### config.mk
export PLATFORM = sky130hd
export DESIGN_NAME = hb_pwm_ctrl
export DESIGN_NICKNAME = d
export VERILOG_FILES = /design/src/design/hb_pwm_pkg.sv /design/src/design/delay_meter.sv /design/src/design/hb_pwm_ctrl.sv /design/src/design/pwm_sync.sv
export SDC_FILE = /design/constraint.sdc
export NUM_CORES = 1
export LEC_CHECK = 0
export BUFFER_PORTS_ARGS = -buffer_cell sky130_fd_sc_hd__buf_2
export CAP_MARGIN = 15
export CORE_MARGIN = 2
export CORE_UTILIZATION = 40
export DETAILED_ROUTE_END_ITERATION = 8
export PLACE_DENSITY_LB_ADDON = 0.25
export SLEW_MARGIN = 10
export SYNTH_ARGS = -nofsm -noshare
export SYNTH_HDL_FRONTEND = slang
export SYNTH_SLANG_ARGS = --single-unit
### constraint.sdc
create_clock -name I_CLK -period 22.3 [get_ports I_CLK]
set_clock_uncertainty 0.1 [all_clocks]
set_input_delay 2.23 -clock I_CLK [delete_from_list [all_inputs] [get_ports I_CLK]]
set_output_delay 2.23 -clock I_CLK [all_outputs]
set_load 0.005 [all_outputs]
### src/design/hb_pwm_pkg.sv
// package: register map, field positions and reset values of the half-bridge pwm control
package hb_pwm_pkg;

  localparam int NB = 3;

  // byte offsets on the register bus
  localparam logic [4:0] OFS_CTRL   = 5'h00;
  localparam logic [4:0] OFS_MODE   = 5'h04;
  localparam logic [4:0] OFS_TIMING = 5'h08;
  localparam logic [4:0] OFS_PHASE  = 5'h0C;
  localparam logic [4:0] OFS_STATUS = 5'h10;
  localparam logic [4:0] OFS_DLY1   = 5'h14;
  localparam logic [4:0] OFS_DLY2   = 5'h18;
  localparam logic [4:0] OFS_DLY3   = 5'h1C;

  // control register fields
  localparam int CTRL_CNT_SEL = 0;
  localparam int CTRL_ROLE    = 1;
  localparam int CTRL_SPLIT   = 2;
  localparam int CTRL_PEN     = 3;
  localparam int CTRL_AFW     = 6;

  // timing and phase register fields, all 8 bits wide
  localparam int TIM_CCP_ACT = 0;
  localparam int TIM_CCP_FW  = 8;
  localparam int TIM_BLANK   = 16;
  localparam int PH_PC_DUR   = 0;
  localparam int PH_PD_DUR   = 8;
  localparam int PH_PC_FIRST = 16;
  localparam int PH_PD_FIRST = 24;

  // values after reset
  localparam logic [8:0]  RST_CTRL   = 9'h000;
  localparam logic [5:0]  RST_MODE   = 6'h00;
  localparam logic [23:0] RST_TIMING = 24'h28_0A_0A;
  localparam logic [31:0] RST_PHASE  = 32'h04_04_08_08;
  localparam logic [7:0]  RST_CNT    = 8'hFF;

  // current part driven during a pre-charge or pre-discharge phase
  localparam logic [1:0] PART_NONE = 2'h0;
  localparam logic [1:0] PART_ONE  = 2'h1;
  localparam logic [1:0] PART_TWO  = 2'h2;

  typedef enum logic [1:0] {
    MODE_OFF_PASSIVE = 2'b00,
    MODE_LS_PWM      = 2'b01,
    MODE_HS_PWM      = 2'b10,
    MODE_OFF_ACTIVE  = 2'b11
  } drive_mode_t;

endpackage

### src/design/delay_meter.sv
// per-bridge measurement of turn-on and turn-off switching times
`timescale 1ns/1ns
module delay_meter
  import hb_pwm_pkg::*;
(
  input  wire logic        i_clk,
  input  wire logic        i_rst,
  input  wire logic        i_start_on,
  input  wire logic        i_start_off,
  input  wire logic        i_sw_end,
  input  wire logic        i_short,
  input  wire logic [7:0]  i_blank,
  input  wire logic [7:0]  i_ccp_act,
  output logic      [15:0] o_delay
);

  typedef struct packed {
    logic       on_run;
    logic [7:0] on_cnt;
    logic       off_run;
    logic [7:0] off_cnt;
    logic [7:0] d_on;
    logic [7:0] d_off;
  } meter_t;

  meter_t s;
  meter_t next_s;

  always_comb
  begin
    next_s = s;
    // turn-on: count until the switch reports its transition done
    if (i_start_on)
    begin
      next_s.on_run = 1'b1;
      next_s.on_cnt = 8'h00;
    end
    else if (s.on_run)
    begin
      if (i_sw_end)
      begin
        next_s.d_on   = s.on_cnt;
        next_s.on_run = 1'b0;
      end
      else if (s.on_cnt >= i_blank)
      begin
        next_s.d_on   = 8'h00;
        next_s.on_run = 1'b0;
      end
      else
        next_s.on_cnt = s.on_cnt + 8'h01;
    end
    // turn-off: bounded by the active cross-conduction time
    if (i_start_off)
    begin
      next_s.off_run = 1'b1;
      next_s.off_cnt = 8'h00;
    end
    else if (s.off_run)
    begin
      if (i_sw_end)
      begin
        next_s.d_off   = s.off_cnt;
        next_s.off_run = 1'b0;
      end
      else if (s.off_cnt >= i_ccp_act)
      begin
        next_s.d_off   = 8'h00;
        next_s.off_run = 1'b0;
      end
      else
        next_s.off_cnt = s.off_cnt + 8'h01;
    end
    // duty too extreme to tell edges apart: nothing is trustworthy
    if (i_short)
    begin
      next_s.on_run  = 1'b0;
      next_s.off_run = 1'b0;
      next_s.d_on    = 8'h00;
      next_s.d_off   = 8'h00;
    end
  end

  always_ff @(posedge i_clk or posedge i_rst)
  begin
    if (i_rst)
      s <= '0;
    else
      s <= next_s;
  end

  assign o_delay = {s.d_off, s.d_on};

endmodule

### src/design/hb_pwm_ctrl.sv
// top: avalon register slave and gate command logic for three half-bridges
//
// The address map and the Avalon-MM interface to the registers were left to the implementer.
`timescale 1ns/1ns
module hb_pwm_ctrl
  import hb_pwm_pkg::*;
(
  input  wire logic        I_CLK,
  input  wire logic        I_RST,
  input  wire logic [4:0]  I_ADDRESS,
  input  wire logic        I_READ,
  input  wire logic        I_WRITE,
  input  wire logic [31:0] I_WRITEDATA,
  input  wire logic [3:0]  I_BYTEENABLE,
  output logic      [31:0] O_READDATA,
  output logic             O_WAITREQUEST,
  input  wire logic [5:0]  I_PWM,
  input  wire logic [2:0]  I_ROLE_HS_ACTIVE,
  input  wire logic [2:0]  I_HS_SW_END,
  input  wire logic [2:0]  I_LS_SW_END,
  output logic      [2:0]  O_HS_ON,
  output logic      [2:0]  O_LS_ON,
  output logic      [2:0]  O_HS_HOLD_OFF,
  output logic      [2:0]  O_LS_HOLD_OFF,
  output logic      [5:0]  O_PRECHG_PART,
  output logic      [5:0]  O_PREDCHG_PART
);

  typedef struct packed {
    logic       hs;
    logic       ls;
    logic       hold_hs;
    logic       hold_ls;
    logic       p_prev;
    logic       act_prev;
    logic       short;
    logic [7:0] since_off;
    logic [7:0] hi_cnt;
    logic [7:0] lo_cnt;
    logic       pc_run;
    logic [7:0] pc_cnt;
    logic [1:0] pc_part;
    logic       pd_run;
    logic [7:0] pd_cnt;
    logic [1:0] pd_part;
  } bridge_t;

  typedef struct packed {
    logic              ack;
    logic [31:0]       rdata;
    logic [8:0]        ctrl;
    logic [5:0]        mode;
    logic [23:0]       timing;
    logic [31:0]       phase;
    bridge_t [NB-1:0]  br;
  } top_t;

  top_t s;
  top_t next_s;

  logic [5:0]        pwm_s;
  logic [NB-1:0]     act_rise;
  logic [NB-1:0]     act_fall;
  logic [NB-1:0]     sw_end;
  logic [15:0]       dly [NB];

  // saturating increment, so idle counters never wrap to a small value
  function automatic logic [7:0] sat_inc(input logic [7:0] x);
    sat_inc = (x == 8'hFF) ? x : x + 8'h01;
  endfunction

  // byte-lane merge for avalon writes
  function automatic logic [31:0] merge(input logic [31:0] old,
                                        input logic [31:0] wd,
                                        input logic [3:0]  be);
    logic [31:0] r;
    r = old;
    for (int i = 0; i < 4; i++)
      if (be[i])
        r[8*i +: 8] = wd[8*i +: 8];
    merge = r;
  endfunction

  pwm_sync u_sync (
    .i_clk (I_CLK),
    .i_rst (I_RST),
    .i_pwm (I_PWM),
    .o_pwm (pwm_s)
  );

  // one meter per bridge, watching the active mosfet's transitions
  for (genvar g = 0; g < NB; g++)
  begin : g_meter
    delay_meter u_meter (
      .i_clk       (I_CLK),
      .i_rst       (I_RST),
      .i_start_on  (act_rise[g]),
      .i_start_off (act_fall[g]),
      .i_sw_end    (sw_end[g]),
      .i_short     (s.br[g].short),
      .i_blank     (s.timing[TIM_BLANK +: 8]),
      .i_ccp_act   (s.timing[TIM_CCP_ACT +: 8]),
      .o_delay     (dly[g])
    );
  end

  always_comb
  begin
    logic        req;
    logic        six;
    logic        en;
    logic        afw;
    logic        p;
    logic        phs;
    logic        pls;
    logic        pwm_hs;
    logic        hs_act;
    logic        hs_req;
    logic        ls_req;
    logic        act_on;
    logic [7:0]  ccp_act;
    logic [7:0]  ccp_fw;
    logic [7:0]  need_hs;
    logic [7:0]  need_ls;
    logic [31:0] rd;
    drive_mode_t md;
    req      = I_READ | I_WRITE;
    six      = s.ctrl[CTRL_CNT_SEL];
    ccp_act  = s.timing[TIM_CCP_ACT +: 8];
    ccp_fw   = s.timing[TIM_CCP_FW +: 8];
    next_s   = s;
    act_rise = '0;
    act_fall = '0;
    sw_end   = '0;
    {en, afw, p, phs, pls, pwm_hs, hs_act, hs_req, ls_req, act_on} = '0;
    {need_hs, need_ls} = '0;
    rd       = 32'h00000000;
    md       = MODE_OFF_PASSIVE;

    // bus slave: one wait cycle, then the answer stands for one cycle
    next_s.ack = req & ~s.ack;
    unique case (I_ADDRESS & 5'h1C)
      OFS_CTRL:   rd = {23'h000000, s.ctrl};
      OFS_MODE:   rd = {26'h0000000, s.mode};
      OFS_TIMING: rd = {8'h00, s.timing};
      OFS_PHASE:  rd = s.phase;
      OFS_STATUS: rd = {23'h000000, s.br[2].short, s.br[1].short, s.br[0].short,
                        O_LS_ON, O_HS_ON};
      OFS_DLY1:   rd = {16'h0000, dly[0]};
      OFS_DLY2:   rd = {16'h0000, dly[1]};
      OFS_DLY3:   rd = {16'h0000, dly[2]};
      default:    rd = 32'h00000000;
    endcase
    if (req & ~s.ack)
      next_s.rdata = I_READ ? rd : 32'h00000000;

    // writes land on the edge where waitrequest is seen low
    if (I_WRITE & s.ack)
    begin
      unique case (I_ADDRESS & 5'h1C)
        OFS_CTRL:   next_s.ctrl   = 9'(merge({23'h000000, s.ctrl}, I_WRITEDATA,
                                             I_BYTEENABLE));
        OFS_MODE:   next_s.mode   = 6'(merge({26'h0000000, s.mode}, I_WRITEDATA,
                                             I_BYTEENABLE));
        OFS_TIMING: next_s.timing = 24'(merge({8'h00, s.timing}, I_WRITEDATA,
                                              I_BYTEENABLE));
        OFS_PHASE:  next_s.phase  = merge(s.phase, I_WRITEDATA, I_BYTEENABLE);
        default:    next_s.rdata  = s.rdata;
      endcase
    end

    for (int b = 0; b < NB; b++)
    begin
      md  = drive_mode_t'(s.mode[2*b +: 2]);
      en  = s.ctrl[CTRL_PEN + b] & ((md == MODE_LS_PWM) | (md == MODE_HS_PWM));
      afw = s.ctrl[CTRL_AFW + b];
      phs = pwm_s[2*b];      // inputs 1,3,5: single input or high side
      pls = pwm_s[2*b + 1];  // inputs 2,4,6: low side in six-input use
      pwm_hs = (md == MODE_HS_PWM);
      p = (six & ~pwm_hs) ? pls : phs;

      // very short pulses: remember whether the last on or off was too brief
      next_s.br[b].p_prev = p;
      if (p)
        next_s.br[b].hi_cnt = s.br[b].p_prev ? sat_inc(s.br[b].hi_cnt) : 8'h01;
      else
        next_s.br[b].lo_cnt = s.br[b].p_prev ? 8'h01 : sat_inc(s.br[b].lo_cnt);
      if (p & ~s.br[b].p_prev)
        next_s.br[b].short = s.br[b].lo_cnt < ccp_act;
      else if (~p & s.br[b].p_prev)
        next_s.br[b].short = s.br[b].hi_cnt < ccp_fw;
      if (~en)
        next_s.br[b].short = 1'b0;

      // role of the mosfets: detected, or fixed by the mode
      if (s.br[b].short)
        hs_act = pwm_hs;
      else if (s.ctrl[CTRL_ROLE])
        hs_act = I_ROLE_HS_ACTIVE[b];
      else
        hs_act = pwm_hs;

      // requested gate states per input arrangement
      if (s.br[b].short)
      begin
        hs_req = pwm_hs & p;
        ls_req = ~pwm_hs & p;
      end
      else if (six)
      begin
        hs_req = phs & ~pls;
        ls_req = pls & ~phs;
      end
      else
      begin
        hs_req = pwm_hs ? p : (afw & ~p);
        ls_req = pwm_hs ? (afw & ~p) : p;
      end

      // dead time: active turn-on waits freewheel time, freewheel waits active
      need_hs = hs_act ? ccp_fw : ccp_act;
      need_ls = hs_act ? ccp_act : ccp_fw;
      next_s.br[b].hs = en & hs_req & ~s.br[b].ls &
                        (s.br[b].hs | (s.br[b].since_off >= need_hs));
      next_s.br[b].ls = en & ls_req & ~s.br[b].hs &
                        (s.br[b].ls | (s.br[b].since_off >= need_ls));
      next_s.br[b].since_off = (s.br[b].hs | s.br[b].ls) ? 8'h00 :
                               sat_inc(s.br[b].since_off);

      // off modes win over enable; passive discharge unless mode 11
      next_s.br[b].hold_hs = (md == MODE_OFF_ACTIVE) |
                             (en & ~next_s.br[b].hs & ~(s.br[b].short & ~pwm_hs));
      next_s.br[b].hold_ls = (md == MODE_OFF_ACTIVE) |
                             (en & ~next_s.br[b].ls & ~(s.br[b].short & pwm_hs));
      if (md == MODE_OFF_PASSIVE)
      begin
        next_s.br[b].hold_hs = 1'b0;
        next_s.br[b].hold_ls = 1'b0;
      end

      // edges of the active mosfet start the adaptive phases and the meter
      act_on = hs_act ? next_s.br[b].hs : next_s.br[b].ls;
      next_s.br[b].act_prev = act_on;
      act_rise[b] = act_on & ~s.br[b].act_prev;
      act_fall[b] = ~act_on & s.br[b].act_prev;
      sw_end[b]   = hs_act ? I_HS_SW_END[b] : I_LS_SW_END[b];

      // pre-charge phase timer
      if (act_rise[b])
      begin
        next_s.br[b].pc_run = s.phase[PH_PC_DUR +: 8] != 8'h00;
        next_s.br[b].pc_cnt = 8'h00;
      end
      else if (s.br[b].pc_run)
      begin
        next_s.br[b].pc_cnt = s.br[b].pc_cnt + 8'h01;
        next_s.br[b].pc_run = (s.br[b].pc_cnt + 8'h01) < s.phase[PH_PC_DUR +: 8];
      end
      // pre-discharge phase timer
      if (act_fall[b])
      begin
        next_s.br[b].pd_run = s.phase[PH_PD_DUR +: 8] != 8'h00;
        next_s.br[b].pd_cnt = 8'h00;
      end
      else if (s.br[b].pd_run)
      begin
        next_s.br[b].pd_cnt = s.br[b].pd_cnt + 8'h01;
        next_s.br[b].pd_run = (s.br[b].pd_cnt + 8'h01) < s.phase[PH_PD_DUR +: 8];
      end

      // current part: single part unless split, then switch at first length
      if (~next_s.br[b].pc_run)
        next_s.br[b].pc_part = PART_NONE;
      else if (s.ctrl[CTRL_SPLIT] & (next_s.br[b].pc_cnt >= s.phase[PH_PC_FIRST +: 8]))
        next_s.br[b].pc_part = PART_TWO;
      else
        next_s.br[b].pc_part = PART_ONE;
      if (~next_s.br[b].pd_run)
        next_s.br[b].pd_part = PART_NONE;
      else if (s.ctrl[CTRL_SPLIT] & (next_s.br[b].pd_cnt >= s.phase[PH_PD_FIRST +: 8]))
        next_s.br[b].pd_part = PART_TWO;
      else
        next_s.br[b].pd_part = PART_ONE;
    end
  end

  always_ff @(posedge I_CLK or posedge I_RST)
  begin
    if (I_RST)
    begin
      s        <= '0;
      s.ctrl   <= RST_CTRL;
      s.mode   <= RST_MODE;
      s.timing <= RST_TIMING;
      s.phase  <= RST_PHASE;
      for (int b = 0; b < NB; b++)
      begin
        s.br[b].since_off <= RST_CNT;
        s.br[b].hi_cnt    <= RST_CNT;
        s.br[b].lo_cnt    <= RST_CNT;
      end
    end
    else
      s <= next_s;
  end

  // outputs straight from the state register
  assign O_READDATA    = s.rdata;
  assign O_WAITREQUEST = ~s.ack;
  for (genvar g = 0; g < NB; g++)
  begin : g_out
    assign O_HS_ON[g]               = s.br[g].hs;
    assign O_LS_ON[g]               = s.br[g].ls;
    assign O_HS_HOLD_OFF[g]         = s.br[g].hold_hs;
    assign O_LS_HOLD_OFF[g]         = s.br[g].hold_ls;
    assign O_PRECHG_PART[2*g +: 2]  = s.br[g].pc_part;
    assign O_PREDCHG_PART[2*g +: 2] = s.br[g].pd_part;
  end

endmodule

### src/design/pwm_sync.sv
// two-stage synchroniser for the external pwm inputs
`timescale 1ns/1ns
module pwm_sync
  import hb_pwm_pkg::*;
(
  input  wire logic       i_clk,
  input  wire logic       i_rst,
  input  wire logic [5:0] i_pwm,
  output logic      [5:0] o_pwm
);

  typedef struct packed {
    logic [5:0] stage1;
    logic [5:0] stage2;
  } sync_t;

  sync_t s;
  sync_t next_s;

  // stage1 feeds stage2 only, so no logic sees a metastable level
  always_comb
  begin
    next_s        = s;
    next_s.stage1 = i_pwm;
    next_s.stage2 = s.stage1;
  end

  always_ff @(posedge i_clk or posedge i_rst)
  begin
    if (i_rst)
      s <= '0;
    else
      s <= next_s;
  end

  assign o_pwm = s.stage2;

endmodule

## After elaboration in Yosys (flattened, before gate mapping)

Cells that the tools add are included.

- Bits in registers: 377

- Multiplexer cells: 181
- Reductions and logical operators: 53
- $add $sub $neg: 21
- Equality and inequality tests: 56
- Bitwise operators: 136
- Magnitude comparators: 30

Operator list:

| kind | count |
|---|---|
| two-way mux 8 bit | 68 |
| one-hot mux 32 bit (8 select lines) | 1 |
| two-way mux 9 bit | 25 |
| adder 8 x 1 -> 8 bit, second input constant | 21 |
| greater-or-equal comparator 8 bit | 18 |
| two-way mux 32 bit | 4 |
| two-way mux 103 bit | 1 |
| less-than comparator 8 bit | 12 |
| AND 1 bit | 77 |
| == test 8 bit, second input constant | 9 |
| AND reduction 3 bit | 22 |
| two-way mux 1 bit | 61 |
| two-way mux 16 bit | 3 |
| NOT 1 bit | 40 |
| inequality test 2 bit, second input constant | 16 |
| two-way mux 2 bit | 15 |
| two-way mux 24 bit | 1 |
| inequality test 2 x 1 -> 1 bit, second input constant | 12 |
| nonzero test 2 bit | 12 |
| OR 1 bit | 19 |
| nonzero test 3 bit | 6 |
| nonzero test 8 bit | 2 |
| == test 2 bit, second input constant | 6 |
| == test 3 bit, second input constant | 4 |
| 9 further kinds | 22 |

## Depth between registers and ports, before layout

Gate-level depths: netlist of the first run.

- Depth after elaboration: 20
- Mapped depth: 24
- Depth with buffers taken out: 23

## Cells and area by module

Synthesis of the first run repeated with hierarchy kept, for this count alone.

- Cells, all modules: 2615
- Area, all modules: 24639.9 um^2

By module, submodules not included:

| module | times used | seq. area each (um^2) | area an instance (um^2) | cells each |
|---|---|---|---|---|
| hb_pwm_ctrl | 1 | 6683.9 | 17890.9 | 1876 |
| delay_meter | 3 | 850.8 | 2148.3 | 242 |
| pwm_sync | 1 | 300.3 | 304.0 | 13 |

## Worst setup path after synthesis of the first run

Ideal clock, no wire load.

- Path type: input-to-reg
- From: input I_ROLE_HS_ACTIVE[0]
- To: register s, in the netlist O_PREDCHG_PART[1]
- Path buffers: 3
- Cell stages on the path: 21
- Arrival: 6.135 ns
- Path slack: 15.938 ns
- Cell sequence: and3b_1 a21oi_2 clkbuf_1 a21oi_1 ha_1 a211o_1 a211o_1 a41oi_1 or4_4 inv_2 a221oi_2 buf_6 clkbuf_1 nor2_1 ha_1 o21ai_0 a21oi_1 o21a_1 o2111ai_1 a21oi_1 nor2b_1

RTL lines:

| element | RTL line | RTL |
|---|---|---|
| start: declaration | hb_pwm_ctrl.sv:18 | `input wire logic [2:0] I_ROLE_HS_ACTIVE,` |
| end signal: assignment | hb_pwm_ctrl.sv:304 | `s <= next_s;` |
| end: declaration | hb_pwm_ctrl.sv:58 | `top_t s;` |

==> results_dict.tcl, run 1 <==
set metrics [dict create \
    period_share_pct 31.2 \
    required_ps 22640 \
    ys_ff_latch 377 \
    antenna_found_initial 7 \
    dp_slack_ps 14840 \
    h-tree-depth 2 \
    async_flop_share_pct 100 \
    start_util_pct 40.2 \
    clk_latency_ps 580 \
    rr_startpoint "s[46]" \
    numCtsBuffers 47 \
    clockBufferDepth 3 \
    yosysTopAreaCell "dfrtp_1" \
    ys_warn_count 0 \
    ir_drop_mv 0.0689 \
    cts_tree "done" \
    nets 2771 \
    wl_per_cell_um 21.0 \
    slew_viol_final 0 \
    overflow 0 \
    syn_inst 2387 \
    worst_pin_slew_ps 1150 \
    final_layout_size_suffix_gt1_share_pct 16.6 \
    core_um2 58700 \
    cp-startpoint "I_ROLE_HS_ACTIVE[0]" \
    cts_hold_buffers 0 \
    synth-edff-count 0 \
    setup_viol 0 \
    grt_start_max_net_pins 124 \
    crit_arrival_ps 7290 \
    die_w_um 247 \
    cp_max_fo 19 \
    grt_usage_pct 22.5 \
    root_buffer "clkbuf_16" \
    end_kind "flop" \
    ys_seq_area_share_pct 40.4 \
    synth_ff_type "dfrtp_1" \
    leakagePower_nw 12.4 \
    vias 18400 \
    layout_common_cells "dfrtp_1 (295), ha_1 (261), nor2_1 (239)" \
    synthesis.area_um2 23600 \
    hold_violations 0 \
    path_class "in2reg" \
    utilization_pct 44.7 \
    startpoint_type "input pin" \
    final_common_cell "dfrtp_1" \
    final_area_um2 26200 \
    grt_pass1_wl_um 106000 \
    max_cap_violations 0 \
    synth_cell_types 77 \
    numClockSinks 377 \
    netlist_top_cells_area "dfrtp_1 (31%), ha_1 (14%), dfstp_2 (9.1%)" \
    cts_resized 0 \
    relSlewSlack_pct 23.2 \
    wl_um 68400 \
    drc_errors 0 \
    dp_hpwl_um 50600 \
    io_buffers 114 \
    netlist.area_leader.share_pct 31.3 \
    via_per_inst 5.66 \
    rsz0062_at_grt "false" \
    holdCritStartpoint "u_sync.next_s[0]" \
    dr.first_iter.drc_count 1301 \
    die_area_um2 61000 \
    die_y_um 247 \
    area_growth_pct 11.1 \
    boundaryPins 117 \
    rows 89 \
    place_area_um2 24700 \
    drtPass1Iterations 7 \
    layout_setup_ws_ps 15350 \
    place_congestion 0.872 \
    min_period_ps 6950 \
    status "finished clean" \
    fmax_mhz 144 \
    syn_nets 2708 \
    ant_nets 0 \
    clk_pin_slew_ps 50 \
    post_cts_buffers 0 \
    first_global_vias 18200 \
    tns_ps 0 \
    holdCritPathClass "reg2reg" \
    powerDensity_nw_per_um2 105 \
    syn_area_per_cell_um2 9.90 \
]
==> layer usage <==
metal	GRT usage [%]	up-vias	routed length [µm]
met5	0	-	50
met4	7.58	8	2070
met3	3.19	126	3850
met2	37.4	494	32400
met1	30.0	9159	30000
li1	-	8662	-
==> sequential cells by signal, indices dropped and copies added (netlist names), 6 cells and up <==
signal,cells
O_PRECHG_PART,6
g_meter.u_meter.o_delay,48
g_meter.u_meter.s,54
u_sync.o_pwm,6
O_READDATA,32
u_sync.next_s,6
s,207
O_PREDCHG_PART,6
==> through the flow <==
step	power, mW	instances	hold WS, ps
CTS	2.76	3261	248
global route	2.94	3262	260
detailed placement	1.97	3174	236
global placement	1.92	3174	234
finish	2.75	3262	246
floorplan	1.67	2387	231
==> synth_stat cells, drive strengths merged, types with 6 or more instances <==
cell and number:
dfstp 82, o21a 16, a21oi 138, a32o 10, a221oi 9, o21ai 112, and4 9, mux2 82
o2111ai 12, buf 72, o22ai 7, inv 108, a22oi 16, a22o 58, nor2 240, a31oi 19
dfrtp 295, nor3b 11, nand3 84, xor2 115, and3b 6, nor4 7, nor3 27, xnor2 37
or2 6, o2bb2ai 8, clkbuf 49, nand2 152, nor2b 33, and2 16, a21o 30, a211oi 21
nand2b 30, or3 12, and3 47, a211o 15, ha 261, nand4 50, mux2i 37
==> cells by family after synthesis <==
family | Yosys count | share of synthesized area (%)
simple gates | 743 | 15.3
compound gates | 501 | 14.3
flops | 377 | 40.4
fa+ha+maj | 261 | 13.8
buf+inv | 229 | 4.60
xor+xnor | 152 | 5.64
mux | 124 | 5.99
==> layout make-up <==
type                            count  area (µm²)
Antenna cell                        1        2.50
Clock buffer                       69        1400
Clock inverter                     18         181
Fill cell                        5558       32400
Inverter                          108         413
Multi-Input combinational cell   1781       13000
Sequential cell                   377        9540
Tap cell                          773         967
Timing Repair Buffer              135         728
==> power by group <==
part	internal, mW	switching (mW)	leakage [nW]
sequential	0.837	0.188	4.79
clock	0.469	0.308	0.770
combinational	0.404	0.539	6.79
==> path summary, 6_finish.rpt <==
check | slack [ps] | end | cells past startpoint
setup / recovery | 15350 | O_PRECHG_PART[1] | 19
hold / removal | 250 | u_sync.o_pwm[0] | 0
setup reg to reg | 16320 | O_PRECHG_PART[1] | 18
hold reg to reg | 250 | u_sync.o_pwm[0] | 0
max in group asynchronous | 18730 | O_READDATA[12] | 3
min in group asynchronous | 1720 | O_PRECHG_PART[3] | 2
==> worst max-delay path: stages <==
cell       delay (ps)
buf_2             130
and3b_1           210
a21oi_2           720
mux2_2            420
ha_1              270
nor3b_1            40
o21bai_1          140
a21oi_1           110
o21ai_0           560
a22oi_2           260
nor2_1            840
nor2_1            170
ha_1              330
a21o_1            150
a21oi_1           160
nor2b_1            70
o2111ai_1         180
a21oi_1           130
nor3b_1           160
(Power assumes the default switching activity.)
==> inputs of run 2 (changes only) <==
--- a/config.mk
+++ b/config.mk
@@ -5,6 +5,7 @@
 export SDC_FILE = /design/constraint.sdc
 export NUM_CORES = 1
 export LEC_CHECK = 0
+export ABC_AREA = 1
 export BUFFER_PORTS_ARGS = -buffer_cell sky130_fd_sc_hd__buf_2
 export CAP_MARGIN = 15
 export CORE_MARGIN = 2
==> constraint.sdc (replaced) <==
create_clock -name I_CLK -period 6.4 [get_ports I_CLK]
set_clock_uncertainty 0.1 [all_clocks]
set_input_delay 0.64 -clock I_CLK [delete_from_list [all_inputs] [get_ports I_CLK]]
set_output_delay 0.64 -clock I_CLK [all_outputs]
set_load 0.005 [all_outputs]
==> results_dict.tcl, run 2 <==
set metrics [dict create \
    synth_ff_type "dfrtp_1" \
    dr.first_iter.drc_count 1710 \
    worst-path-buf-inv 4 \
    tns_ps 0 \
    rr_worst_depth 22 \
    root_buffer "clkbuf_16" \
    cp_max_fo 37 \
    crit_path_top_delay_cell "inv_2" \
    die_y_um 253 \
    regMostFlops "s" \
    syn_nets 3417 \
    seq_power_share_pct 33.9 \
    holdCritPathClass "in2async" \
    crit_chain "inv_2 > nand3_1 > nand2_1 > o21ai_0 > ha_1 > nand2_1 > nor2_1 > nand4_1 > nand4_1 > nand3_1 > nand3_2 > buf_4 > nand2_1 > ha_1 > inv_1 > a21oi_1 > o21ai_0 > nand2_1 > o2111ai_1 > nand2_1 > inv_1 > nor2_1" \
    antenna_found_initial 3 \
    vias 20800 \
    rr_startpoint "s[46]" \
    required_ps 6770 \
    ys_top_cells_by_count "nand2_1 (603), inv_1 (440), dfrtp_1 (295)" \
    ys_warn_count 0 \
    crit_path_frequent_cell "nand2_1" \
    max_cap_violations 0 \
    die_area_um2 63800 \
    period_share_pct 75.9 \
    wl_um 71500 \
    leakagePower_nw 13.7 \
    ys_ff_latch 377 \
    p_sw_mw 4.79 \
    n_fill_cell 6081 \
    via_per_inst 5.24 \
    status "finished clean" \
    nets 3469 \
    largest_reg_flops 207 \
    fmax_mhz 206 \
    io_buffers 114 \
    die_w_um 253 \
    power.share.switching_pct 41.7 \
    layout_common_cells "nand2_1 (603), inv_1 (439), dfrtp_1 (295)" \
    ys_seq_area_share_pct 38.6 \
    crit_family "simple AND/OR/NAND/NOR gates" \
    rsz0062_at_grt "false" \
    end_kind "flop" \
    synth_cell_types 55 \
    final_common_cell "nand2_1" \
    numCtsBuffers 46 \
    cp_slowest_stage_delay_ps 620 \
    grt_start_max_net_pins 149 \
    cts_tree "done" \
    boundaryPins 117 \
    r2r-end "O_PREDCHG_PART[0]" \
    synth-edff-count 0 \
    crit_arrival_ps 5220 \
    syn_area_per_cell_um2 7.99 \
    netlist_top_cells_area "dfrtp_1 (30%), ha_1 (13%), nand2_1 (9.2%)" \
    drtPass1Iterations 5 \
    wl_per_cell_um 18.0 \
    utilization_pct 44.6 \
    async_flop_share_pct 100 \
    ir_drop_mv 0.222 \
    clockBufferDepth 3 \
    relSlewSlack_pct 32.4 \
    overflow 0 \
    netlist.area_leader.share_pct 29.9 \
    yosysTopAreaCell "dfrtp_1" \
    post_cts_buffers 0 \
    grt_usage_pct 22.7 \
    cts_hold_buffers 0 \
    p_clk_share_pct 25.1 \
    final_layout_size_suffix_gt1_share_pct 11.4 \
    syn_inst 3096 \
    pwr-share-comb_pct 41.0 \
    min_period_ps 4860 \
    synth.most_common_cell "nand2_1" \
    path_class "reg2reg" \
    cts_resized 0 \
    rows 91 \
    r2r_setup_slack_ps 1540 \
    h-tree-depth 2 \
    area_growth_pct 10.7 \
    worst_pin_slew_ps 1010 \
    ant_nets 0 \
    slew_viol_final 0 \
    first_global_vias 19700 \
    startpoint_type "flop" \
    core_um2 61400 \
    clk_pin_slew_ps 60 \
    start_util_pct 40.3 \
    numClockSinks 377 \
    setup_viol 0 \
    grt_pass1_wl_um 113000 \
    p_int_mw 6.69 \
    synthesis.area_um2 24700 \
    clk_latency_ps 600 \
    place_congestion 0.888 \
    drc_errors 0 \
    dp_hpwl_um 53000 \
    hold_violations 0 \
    powerDensity_nw_per_um2 419 \
]
## run 2: worst max-delay path by stage
stage / start / end / slack, ps / depth (start not counted)
4_1_cts: s[46] / O_PREDCHG_PART[0] / 1610 / 22
3_3_place_gp: s[46] / O_PREDCHG_PART[0] / 1620 / 22
5_1_grt: s[152] / O_PREDCHG_PART[4] / 1000 / 21
2_1_floorplan: I_RST / O_HS_HOLD_OFF[0] / 660 / 1
3_5_place_dp: s[46] / O_PREDCHG_PART[0] / 1620 / 22
6_report: s[46] / O_PREDCHG_PART[0] / 1540 / 22
## run 2: cell type report
class	count	area (µm²)	area share (%)
Inverter	451	1700	6.21
Clock buffer	68	1390	5.06
Timing Repair Buffer	129	708	2.59
Antenna cell	1	2.50	0.00914
Clock inverter	17	297	1.08
Tap cell	790	988	3.61
Sequential cell	377	9540	34.8
Multi-Input combinational cell	2143	12800	46.6
## run 2: layer usage
| layer | share of wire, % | GRT usage [%] | up-vias |
|---|---|---|---|
| li1 | - | - | 10400 |
| met2 | 45 | 36.3 | 503 |
| met4 | 3.1 | 7.34 | 4 |
| met1 | 46 | 31.7 | 9776 |
| met3 | 5.7 | 3.35 | 126 |
| met5 | 0.029 | 0 | - |
## run 2: kinds of logic (layout without fill, tap and decap cells)
logic type               Yosys count  in the layout  share of synthesized area [%]
AO/OA/AOI/OAI                    615            615                           14.1
XOR/XNOR                          60             60                           2.13
adder cells (fa/ha/maj)          261            261                           13.2
buffers and inverters            576            665                           9.85
flip-flops                       377            377                           38.6
multiplexers                       2              2                         0.0911
other                              0              1                              0
AND/OR/NAND/NOR                 1205           1205                           22.1
## run 2: through the flow
stage	instances	hold WS [ps]	power, mW	setup slack, ps	area, µm²
finish	3976	34.5	11.5	1540	27400
global route	3976	36.7	12.6	999	27400
CTS	3975	30.1	11.5	1610	27400
detailed placement	3890	235	8.58	1620	25700
global placement	3890	232	8.50	1620	25700
floorplan	3096	231	7.30	663	24700
## run 2: power by group through the flow
stage | Clock (mW) | Combinational, mW | Sequential [mW]
after global routing | 3.04 | 5.54 | 3.97
after floorplan | 0 | 3.70 | 3.59
final | 2.89 | 4.71 | 3.89
after CTS | 2.94 | 4.72 | 3.87
after global placement | 0 | 4.60 | 3.90
after detailed placement | 0 | 4.68 | 3.90
